==> config.mk <==
export PLATFORM = sky130hd
export DESIGN_NAME = dcs_debug_control_status
export DESIGN_NICKNAME = d
export VERILOG_FILES = /design/src/rtl/dcs_debug_control_status.v /design/src/rtl/dcs_sync2.v
export VERILOG_INCLUDE_DIRS = /design/src /design/src/rtl
export SDC_FILE = /design/constraint.sdc
export NUM_CORES = 1
export LEC_CHECK = 0
export ABC_AREA = 0
export BUFFER_PORTS_ARGS = -buffer_cell sky130_fd_sc_hd__buf_2
export CAP_MARGIN = 20
export CORE_ASPECT_RATIO = 1.25
export CORE_MARGIN = 1
export CORE_UTILIZATION = 50
export DETAILED_ROUTE_END_ITERATION = 10
export GPL_TIMING_DRIVEN = 0
export PLACE_DENSITY = 0.77
export SLEW_MARGIN = 20
export SYNTH_ARGS = -nofsm -noshare
export SYNTH_HDL_FRONTEND = slang
export SYNTH_HIERARCHICAL = 1
export SYNTH_SLANG_ARGS = --single-unit
==> constraint.sdc <==
create_clock -name i_core_clk -period 1.5 [get_ports i_core_clk]
set_input_delay 0.3 -clock i_core_clk [delete_from_list [all_inputs] [get_ports i_core_clk]]
set_output_delay 0.3 -clock i_core_clk [all_outputs]
set_load 0.005 [all_outputs]
==> src/rtl/dcs_defs.vh <==
`ifndef DCS_DEFS_VH
`define DCS_DEFS_VH
// host command codes
`define DCS_CMD_RD_STATUS  8'h02
`define DCS_CMD_WR_CTRL    8'h04
`define DCS_CMD_RD_CTRL    8'h05
// control field positions
`define DCS_CTL_HALT       7
`define DCS_CTL_BREAKPOINT_ENABLE_BIT      6
`define DCS_CTL_ACK        5
`define DCS_CTL_SPIN       4
`define DCS_CTL_SRST       0
// status field positions
`define DCS_STA_IDLE       7
`define DCS_STA_LOWPWR     6
`define DCS_STA_RLOCK      5
// reset values and constants
`define DCS_CTL_RESET      8'h00
`define DCS_STA_RESERVED   5'h00
`define DCS_ACK_BYTE       8'hff
`define DCS_BRK_OPCODE     8'h00
`endif

==> src/rtl/dcs_debug_control_status.v <==
`include "dcs_defs.vh"
`default_nettype none
module dcs_debug_control_status (
   input  wire       i_core_clk,
   input  wire       i_sys_rst,
   input  wire       i_cmd_valid,
   input  wire [7:0] i_cmd_byte,
   input  wire       i_brk_decoded,
   input  wire       i_reset_done,
   input  wire       i_cpu_lowpwr,
   input  wire       i_lock_option_n,
   output reg        o_rsp_valid,
   output reg  [7:0] o_rsp_byte,
   output reg        o_cpu_fetch_stop,
   output reg        o_brk_as_nop,
   output reg        o_brk_spin,
   output reg        o_dev_reset,
   output reg  [7:0] o_debug_control_reg,
   output reg  [7:0] o_debug_status_reg
);
   // command decoder states, one-hot
   localparam [2:0] ST_IDLE = 3'b001;
   localparam [2:0] ST_DATA = 3'b010;
   localparam [2:0] ST_SEND = 3'b100;

   reg [2:0] state_q;
   reg [2:0] state_d;
   reg       halt_q;
   reg       breakpoint_enable_bit_q;
   reg       ack_q;
   reg       spin_q;
   reg       srst_q;
   reg       brk_hist_q;
   reg [7:0] send_q;
   reg [7:0] send_d;
   reg       send_pend_q;
   reg       ack_pend_q;
   // next values, worked out combinationally
   reg       halt_d;
   reg       breakpoint_enable_bit_d;
   reg       ack_d;
   reg       spin_d;
   reg       srst_d;
   reg       brk_hist_d;
   reg       send_pend_d;
   reg       ack_pend_d;
   reg       rsp_valid_d;
   reg [7:0] rsp_byte_d;
   reg       fetch_stop_d;
   reg       brk_nop_d;
   reg       brk_spin_d;
   reg       dev_reset_d;
   reg [7:0] ctl_reg_d;
   reg [7:0] sta_reg_d;

   wire       lowpwr_s;
   wire       lock_n_s;
   wire       read_lock_active;
   wire       ctl_wr;
   wire [7:0] wdata;
   wire       brk_taken;
   wire       brk_halts;
   wire [7:0] ctl_value;
   wire [7:0] sta_value;
   wire       srst_finish;

   // the low-power and lock-option pins are double-flopped; command inputs are used as they come
   dcs_sync2 #(
      .W (2)
   ) u_sync (
      .i_core_clk (i_core_clk),
      .i_sys_rst  (i_sys_rst),
      .i_async    ({i_cpu_lowpwr, i_lock_option_n}),
      .o_sync     ({lowpwr_s, lock_n_s})
   );

   // option bit is active when programmed to 0
   assign read_lock_active = ~lock_n_s;
   assign wdata     = i_cmd_byte;
   assign srst_finish = srst_q && i_reset_done;
   assign ctl_wr    = (state_q == ST_DATA) && i_cmd_valid;
   assign brk_taken = i_brk_decoded && breakpoint_enable_bit_q;
   assign brk_halts = brk_taken && !spin_q;
   // bits 3..1 always read back as zero whatever the host wrote
   assign ctl_value = {halt_q, breakpoint_enable_bit_q, ack_q, spin_q, 3'b000, srst_q};
   assign sta_value = {(halt_q | brk_hist_q), lowpwr_s, read_lock_active,
                       `DCS_STA_RESERVED};

   always @* begin
      state_d = state_q;
      send_d  = send_q;
      case (state_q)
         ST_IDLE: begin
            if (i_cmd_valid) begin
               if (i_cmd_byte == `DCS_CMD_WR_CTRL) begin
                  state_d = ST_DATA;
               end else if (i_cmd_byte == `DCS_CMD_RD_CTRL) begin
                  state_d = ST_SEND;
                  send_d  = ctl_value;
               end else if (i_cmd_byte == `DCS_CMD_RD_STATUS) begin
                  state_d = ST_SEND;
                  send_d  = sta_value;
               end
            end
         end
         ST_DATA: begin
            if (i_cmd_valid) begin
               state_d = ST_IDLE;
            end
         end
         ST_SEND: begin
            state_d = ST_IDLE;
         end
         default: begin
            state_d = ST_IDLE;
         end
      endcase
   end

   always @(posedge i_core_clk) begin
      if (i_sys_rst) begin
         state_q <= ST_IDLE;
         send_q  <= 8'h00;
      end else begin
         state_q <= state_d;
         send_q  <= send_d;
      end
   end

   // control register: i_sys_rst is the debugger's own reset, never the self reset
   // halt flag: hardware set wins over a software clear in the same cycle
   always @* begin
      halt_d = halt_q;
      if (brk_halts) begin
         halt_d = 1'b1;
      end else if (ctl_wr) begin
         if (wdata[`DCS_CTL_HALT]) begin
            halt_d = 1'b1;
         end else if (!read_lock_active) begin
            halt_d = 1'b0;
         end
      end else if (srst_finish && read_lock_active) begin
         // under read lock only a device reset lets the cpu out
         halt_d = 1'b0;
      end
   end

   // mode bits follow the host's data byte and nothing else
   always @* begin
      breakpoint_enable_bit_d = breakpoint_enable_bit_q;
      ack_d   = ack_q;
      spin_d  = spin_q;
      if (ctl_wr) begin
         breakpoint_enable_bit_d = wdata[`DCS_CTL_BREAKPOINT_ENABLE_BIT];
         ack_d   = wdata[`DCS_CTL_ACK];
         spin_d  = wdata[`DCS_CTL_SPIN];
      end
   end

   // writing 0 never clears a reset in progress
   always @* begin
      srst_d = srst_q;
      if (ctl_wr && wdata[`DCS_CTL_SRST]) begin
         srst_d = 1'b1;
      end else if (srst_finish) begin
         srst_d = 1'b0;
      end
   end

   // breakpoint history since the last control write; a new breakpoint wins
   always @* begin
      brk_hist_d = brk_hist_q;
      if (brk_taken) begin
         brk_hist_d = 1'b1;
      end else if (ctl_wr) begin
         brk_hist_d = 1'b0;
      end
   end

   always @(posedge i_core_clk) begin
      if (i_sys_rst) begin
         halt_q <= 1'b0;
      end else begin
         halt_q <= halt_d;
      end
   end

   always @(posedge i_core_clk) begin
      if (i_sys_rst) begin
         breakpoint_enable_bit_q <= 1'b0;
      end else begin
         breakpoint_enable_bit_q <= breakpoint_enable_bit_d;
      end
   end

   always @(posedge i_core_clk) begin
      if (i_sys_rst) begin
         ack_q <= 1'b0;
      end else begin
         ack_q <= ack_d;
      end
   end

   always @(posedge i_core_clk) begin
      if (i_sys_rst) begin
         spin_q <= 1'b0;
      end else begin
         spin_q <= spin_d;
      end
   end

   always @(posedge i_core_clk) begin
      if (i_sys_rst) begin
         srst_q <= 1'b0;
      end else begin
         srst_q <= srst_d;
      end
   end

   always @(posedge i_core_clk) begin
      if (i_sys_rst) begin
         brk_hist_q <= 1'b0;
      end else begin
         brk_hist_q <= brk_hist_d;
      end
   end

   // response byte: a pending command reply takes priority, ack waits one slot
   // a second ack inside the waiting slot merges with the first one
   always @* begin
      send_pend_d = (state_q == ST_SEND);
      ack_pend_d  = ack_pend_q;
      rsp_valid_d = 1'b0;
      rsp_byte_d  = o_rsp_byte;
      if (send_pend_q) begin
         rsp_valid_d = 1'b1;
         rsp_byte_d  = send_q;
         if (brk_taken && ack_q) begin
            ack_pend_d = 1'b1;
         end
      end else if (ack_pend_q || (brk_taken && ack_q)) begin
         rsp_valid_d = 1'b1;
         rsp_byte_d  = `DCS_ACK_BYTE;
         ack_pend_d  = 1'b0;
      end
   end

   always @(posedge i_core_clk) begin
      if (i_sys_rst) begin
         send_pend_q <= 1'b0;
         ack_pend_q  <= 1'b0;
         o_rsp_valid <= 1'b0;
         o_rsp_byte  <= 8'h00;
      end else begin
         send_pend_q <= send_pend_d;
         ack_pend_q  <= ack_pend_d;
         o_rsp_valid <= rsp_valid_d;
         o_rsp_byte  <= rsp_byte_d;
      end
   end

   // pin-facing copies, each straight from a flip-flop
   always @* begin
      fetch_stop_d = halt_q;
      brk_nop_d    = ~breakpoint_enable_bit_q;
      brk_spin_d   = breakpoint_enable_bit_q & spin_q;
      dev_reset_d  = srst_q;
      ctl_reg_d    = ctl_value;
      sta_reg_d    = sta_value;
   end

   always @(posedge i_core_clk) begin
      if (i_sys_rst) begin
         o_cpu_fetch_stop <= 1'b0;
      end else begin
         o_cpu_fetch_stop <= fetch_stop_d;
      end
   end

   always @(posedge i_core_clk) begin
      if (i_sys_rst) begin
         o_brk_as_nop <= 1'b1;
      end else begin
         o_brk_as_nop <= brk_nop_d;
      end
   end

   always @(posedge i_core_clk) begin
      if (i_sys_rst) begin
         o_brk_spin <= 1'b0;
      end else begin
         o_brk_spin <= brk_spin_d;
      end
   end

   always @(posedge i_core_clk) begin
      if (i_sys_rst) begin
         o_dev_reset <= 1'b0;
      end else begin
         o_dev_reset <= dev_reset_d;
      end
   end

   always @(posedge i_core_clk) begin
      if (i_sys_rst) begin
         o_debug_control_reg <= `DCS_CTL_RESET;
      end else begin
         o_debug_control_reg <= ctl_reg_d;
      end
   end

   always @(posedge i_core_clk) begin
      if (i_sys_rst) begin
         o_debug_status_reg <= 8'h00;
      end else begin
         o_debug_status_reg <= sta_reg_d;
      end
   end
endmodule
`default_nettype wire

==> src/rtl/dcs_sync2.v <==
`default_nettype none
module dcs_sync2 #(
   parameter W = 1
) (
   input  wire         i_core_clk,
   input  wire         i_sys_rst,
   input  wire [W-1:0] i_async,
   output wire [W-1:0] o_sync
);
   reg [W-1:0] meta_q;
   reg [W-1:0] sync_q;
   always @(posedge i_core_clk) begin
      if (i_sys_rst) begin
         meta_q <= {W{1'b0}};
         sync_q <= {W{1'b0}};
      end else begin
         meta_q <= i_async;
         sync_q <= meta_q;
      end
   end
   assign o_sync = sync_q;
endmodule
`default_nettype wire

==> impl_results.md, run 1 <==
- Area grow syn2layout: 21.4%
- Hpwl dp: 2130 µm
- TritonCTS clock tree: built
- Worst skew pair latency: 0.36 ns
- Die ar.: 0.00327 mm²
- Slew at the pin closest to its max-slew limit: 0.597 ns
- Vias in the first global route: 1160
- Core Region: 0.00292 mm²
- H-tree Lvls: 2
- Lkg Pwr: 0.828 nW
- Tcrit/Tclk final: 93.6%
- Layout cells sized above 1: 31.4%
- Placed Area: 0.00177 mm²
- Chip Width: 51.4 µm
- Mapped Avg Cell Area: 9.58 µm²
- Post-Layout Inst Area: 0.00185 mm²
- Min-delay src: i_cpu_lowpwr
- DRT Wirelength: 2860 µm
- Worst Setup SP: state_q[1]$_SDFFE_PP0P_
- Fillers: 269
- Slowest CP cell: dfxtp_1
- Dominant synthesized flop cell: dfxtp_1
- PortBufs: 35
- Worst Path Arrival: 1.69 ns
- Clock slew at reported path FFs: 0.11 ns
- Routability cong.: 0.793
- Placed cells: 237
- Max-slew violations: 0
- Top-area cell type share of the netlist area: 48.6%
- Worst path max stage delay: 0.47 ns
- Hold slack: 0.149 ns
- Netlist cell types: 40
- Relative slew margins: 59.7%
- CTS buffer count: 5
- Post-synth EDFFs: 0
- Worst R2R End: fetch_stop_d$_SDFFE_PP0P_
- Number of antenna diodes: 0
- Commonest non-fill, non-tap cell in the layout: dfxtp_1
- Fin cells: 246
- Clock sinks: 37
- RSZ-0062 raised after global routing: no
- GRT overflow: 0
- Max Root-Sink Buffers: 2
- Starting density of the core: 52.2%
- Total GRT Usage: 20.6%
- Detailed-route wire length per cell: 11.6 µm
- Max reg flops: 6
- Max-Cap Viols: 0
- Post-route DRC: 0
- Outcome: finished, final reports clean
- R2R cell count: 5
- Ports: 44
- Hold Path Class: input pin to flop
- Sequential area share after synthesis: 48.6%
- FF-to-FF setup slack: 0.1 ns
- Kind of cell adding the most delay to the critical path: simple AND/OR/NAND/NOR gates
- Nets@finish: 224
- DR pass1 iterations: 4
- CTS Root Cell: clkbuf_4
- Critical Path End Type: flop
- Worst hold stages: 2
- FP Rows: 22
- Vias per cell: 5.07
- Initial drt markers: 32
- Async SR Flop Fraction: 0%
- Maximum clock rate: 712 MHz
- P per Cell Area: 896 mW/mm²
- Critical path startpoint category: flop
- Most frequent cells in the layout: dfxtp_1 (37), buf_2 (36), nor2b_1 (16), buf_4 (16)
- Clock skew: 0.00958 ns
- Height of the die: 63.7 µm
- Critical path, cell by cell: nor4bb_1, buf_2, or3_1, nand3_1, a21oi_1
- Global-route wire length before repair: 4930 µm
- Critical path class: flop to flop
- Reg2Reg Launch Point: state_q[1]$_SDFFE_PP0P_
- Final hold violations: 0
- Critical path peak fanout: 8
- WHS Endpoint: u_sync/meta_q[1]$_SDFF_PP0_
- Initial antenna violation count: 0
- Seq cells post-synth: 37
- WP data required: 1.79 ns
- Largest net degree at the start of global routing: 13
- Post-synth top area cell: dfxtp_1
- IR drop worst, VDD: 714 µV
- Final setup fails: 0
- Final setup TNS: 0 ns
- Post-layout min period: 1.40 ns
- Syn Std Cell Area: 0.00152 mm²
- Synth Instances: 159
- Area contributors post-synth: dfxtp_1 (49%), buf_4 (7.4%), nor2b_1 (6.6%)
- YS warnings: 6
- Bufs and invs on worst path: 1
- Final antenna-violating net count: 0
- Total number of vias: 1248
==> metal layers <==
layer / GRT usage (%) / vias to the layer above / routed length [µm]
met2: 33.1 / 40 / 1440
li1: - / 633 / -
met4: 11.5 / 0 / 65
met3: 6.52 / 7 / 154
met5: 0 / - / 0
met1: 23.4 / 568 / 1200
==> logic make-up after synthesis <==
kind of cell              after synthesis  synth area share (%)
other                                   1                 0.246
muxes                                   5                  3.29
AOI/OAI and AO/OA                      22                  9.28
xor gates and xnor gates                1                 0.575
and+or+nand+nor                        72                  29.0
buffers and inverters                  21                  8.96
DFF                                    37                  48.6
==> synthesized netlist by cell type (all sizes together), types with 3 or more instances <==
library cell / number
o211ai: 3
buf: 17
nor2: 12
clkbuf: 3
nand3: 3
nor4b: 3
nand2b: 3
nand2: 6
nor2b: 16
mux2i: 5
nor3: 12
a21oi: 9
o21ai: 3
dfxtp: 37
==> report_power, final <==
| group | switching (mW) | internal (mW) | total [mW] | leakage [nW] |
|---|---|---|---|---|
| Sequential | 0.00314 | 0.990 | 0.993 | 0.299 |
| Clock | 0.334 | 0.228 | 0.562 | 0.0382 |
| Combinational | 0.0543 | 0.0472 | 0.101 | 0.490 |
| Total | 0.391 | 1.27 | 1.66 | 0.828 |
==> cell type report <==
class / instances / area, µm² / area share, %
clock inverters: 2 / 13.8 / 0.745
plain buffers: 20 / 133 / 7.18
multi-input cells: 108 / 678 / 36.7
flip-flops and latches: 37 / 741 / 40.1
repair buffers: 36 / 183 / 9.88
clock buffers: 6 / 51.3 / 2.78
inverters: 1 / 3.75 / 0.203
well taps: 36 / 45.0 / 2.44
==> repair_timing <==
item,4_1_cts,5_1_grt
setup endpoints to repair,0,2
hold buffers,0,0
gates resized for setup,0,1
buffers inserted,0,1
==> through the flow <==
| step | total power [mW] | worst slack (ns) | utilization, % |
|---|---|---|---|
| after floorplan | 1.07 | 0.164 | - |
| after global placement | 1.11 | -0.0299 | 60.6 |
| after detailed placement | 1.12 | -0.0778 | 60.6 |
| after CTS | 1.67 | 0.119 | 62.9 |
| after global routing | 1.73 | 0.0174 | 63.3 |
| final | 1.66 | 0.0956 | 63.3 |
==> worst max path at each step <==
stage                            endpoint  cells after the start
2_1_floorplan      send_q[0]$_SDFFE_PP0P_                      4
3_3_place_gp      state_q[0]$_SDFFE_PP1P_                      7
3_5_place_dp   o_rsp_byte[7]$_SDFFE_PP0P_                      4
4_1_cts            send_q[5]$_SDFFE_PP0P_                      4
5_1_grt            send_q[5]$_SDFFE_PP0P_                      4
6_report        fetch_stop_d$_SDFFE_PP0P_                      5
Note: power is estimated with default switching activity, not from simulation.
==> inputs of run 2 (changes only) <==
Settings changed: BUFFER_PORTS_ARGS -buffer_cell sky130_fd_sc_hd__buf_2 to -buffer_cell sky130_fd_sc_hd__buf_4.
==> run 2 against run 1 <==
  * Final cell count fell by 0.81%
  * First-iteration DRC count rose by 31%
  * Wire length rose by 0.87%
  * Clock power fell by 5.7%
  * Global-route usage fell by 0.28 points
  * Via count fell by 1.8%
  * Register-to-register slack barely moved
  * Critical path depth fell by 1
  * Die area did not move
  * Worst hold slack improved by 0.025 ns
  * Cell area rose by 4.0%
  * Critical endpoint is now state_q[0]$_SDFFE_PP1P_
  * Largest cell class unchanged
==> impl_results.md, run 2 (synthesis results as in run 1) <==
- Fillers: 259
- R2R cell count: 4
- Critical path startpoint category: flop
- NetSw: 0.367 mW
- Fin cells: 244
- Core Region: 0.00292 mm²
- DRT Wirelength: 2880 µm
- Clock slew at reported path FFs: 0.10 ns
- FF-to-FF setup slack: 0.09 ns
- Critical path class: flop to flop
- DR pass1 iterations: 4
- Relative slew margins: 60.6%
- Pwr Total: 1.64 mW
- Post-route DRC: 0
- Initial drt markers: 42
- Clock skew: 0.00814 ns
- Worst R2R End: state_q[0]$_SDFFE_PP1P_
- Placed cells: 237
- Vias per cell: 5.02
- Clock sinks: 37
- Worst Path Arrival: 1.65 ns
- Max-slew violations: 0
- Tcrit/Tclk final: 94.3%
- Total number of vias: 1226
- Post-CTS Setup Bufs: 0
- Routability cong.: 0.729
- Final hold violations: 0
- Sw Ratio: 22.5%
- WP data required: 1.73 ns
- RSZ-0062 raised after global routing: no
- Post-layout min period: 1.41 ns
- CTS buffer count: 5
- IR drop worst, VDD: 874 µV
- Vias in the first global route: 1160
- GRT overflow: 0
- Min-delay src: i_lock_option_n
- H-tree Lvls: 2
- Lkg Pwr: 0.828 nW
- Worst skew pair latency: 0.34 ns
- Max reg flops: 6
- Slowest CP cell: dfxtp_1
- Initial antenna violation count: 0
- TritonCTS clock tree: built
- Worst path max stage delay: 0.48 ns
- Max Root-Sink Buffers: 2
- Seq. cell area: 741 µm²
- Critical path peak fanout: 6
- Nets@finish: 223
- Kind of cell adding the most delay to the critical path: simple AND/OR/NAND/NOR gates
- Final setup fails: 0
- Detailed-route wire length per cell: 11.8 µm
- Critical Path Stages: 4
- Final core occ: 65.9%
- Largest net degree at the start of global routing: 12
- Hold Path Class: input pin to flop
- FP Rows: 22
- Number of antenna diodes: 0
- Multi-input logic area: 678 µm²
- Slew at the pin closest to its max-slew limit: 0.583 ns
- PortBufs: 35
- Reg2Reg Launch Point: state_q[1]$_SDFFE_PP0P_
- Post-CTS Resized: 0
- Final setup TNS: 0 ns
- Critical path, cell by cell: xnor2_1, or3_1, or2_0, a21o_1
- Cell Int Power: 1.27 mW
- Combinational power share: 6.8%
- # hold bufs at CTS: 0
- P per Cell Area: 851 mW/mm²
- Layout cells sized above 1: 30.8%
- Outcome: finished, final reports clean
- WHS Endpoint: u_sync/meta_q[0]$_SDFF_PP0_
- Commonest non-fill, non-tap cell in the layout: buf_4
- Sequential power share: 60.7%
- Global-route wire length before repair: 4950 µm
- Most frequent cells in the layout: buf_4 (50), dfxtp_1 (37), nor2b_1 (16), nor2_1 (12), nor3_1 (12)
- Final antenna-violating net count: 0
- Hpwl dp: 2170 µm
- Proportion of power drawn by the clock network: 32.4%
- Starting density of the core: 52.2%
- Max-Cap Viols: 0
- Height of the die: 63.7 µm
- Critical Path End Type: flop
- Worst hold stages: 2
- CTS Root Cell: clkbuf_4
- Area grow syn2layout: 26.2%
- Bufs and invs on worst path: 0
- Die ar.: 0.00327 mm²
- Hold slack: 0.174 ns
- Ports: 44
- Total GRT Usage: 20.3%
- Maximum clock rate: 707 MHz
- Chip Width: 51.4 µm
-- run 2: changes by cell type in the layout (fill, tap and decap cells not counted) --
cell,change
buf_2,-35
clkinv_4,-1
buf_4,+34
clkinvlp_4,+1
clkinv_2,-1
-- run 2: power groups by stage --
stage               registers (mW)  logic (mW)  clock network [mW]
finish                       0.993       0.112               0.530
global route                 0.995       0.124               0.587
CTS                          0.993       0.111               0.551
detailed placement            1.02       0.111                   0
global placement              1.02       0.109                   0
floorplan                     1.02      0.0567                   0
-- run 2: worst max path at each step --
stage	startpoint	to	slack, ns
floorplan	i_cmd_byte[0]	send_q[0]$_SDFFE_PP0P_	0.16
global placement	i_cmd_byte[1]	state_q[0]$_SDFFE_PP1P_	-0.03
detailed placement	i_cmd_byte[0]	state_q[0]$_SDFFE_PP1P_	-0.08
CTS	state_q[0]$_SDFFE_PP1P_	send_q[6]$_SDFFE_PP0P_	0.11
global route	state_q[1]$_SDFFE_PP0P_	state_q[0]$_SDFFE_PP1P_	0.006
finish	state_q[1]$_SDFFE_PP0P_	state_q[0]$_SDFFE_PP1P_	0.09
-- run 2: worst reg2reg max path: stages (launching register included) --
cell	delay [ns]
dfxtp_1	0.48
xnor2_1	0.10
or3_1	0.37
or2_0	0.22
a21o_1	0.16
-- run 2: metal layers --
| metal | share of wire, % | wire length, µm | GRT usage (%) | vias up |
|---|---|---|---|---|
| met2 | 52 | 1510 | 34.7 | 37 |
| li1 | - | - | - | 627 |
| met3 | 4.2 | 122 | 4.35 | 5 |
| met4 | 1.7 | 48 | 10.5 | 0 |
| met1 | 42 | 1210 | 22.8 | 557 |
| met5 | 0 | 0 | 0 | - |
-- run 2: stage by stage --
step / setup WS, ns / cell area [µm²]
final: 0.0851 / 1920
after global routing: 0.00562 / 1920
after CTS: 0.107 / 1920
after detailed placement: -0.0771 / 1860
after global placement: -0.0331 / 1860
after floorplan: 0.164 / 1550
-- run 2: cell type report --
| cell class | instances | area share (%) |
|---|---|---|
| sequential | 37 | 38.5 |
| buffer | 20 | 6.90 |
| clock inverter | 1 | 0.391 |
| timing repair buffer | 35 | 13.7 |
| inverter | 1 | 0.195 |
| tap | 36 | 2.34 |
| clock buffer | 6 | 2.67 |
| multi-input combinational | 108 | 35.3 |
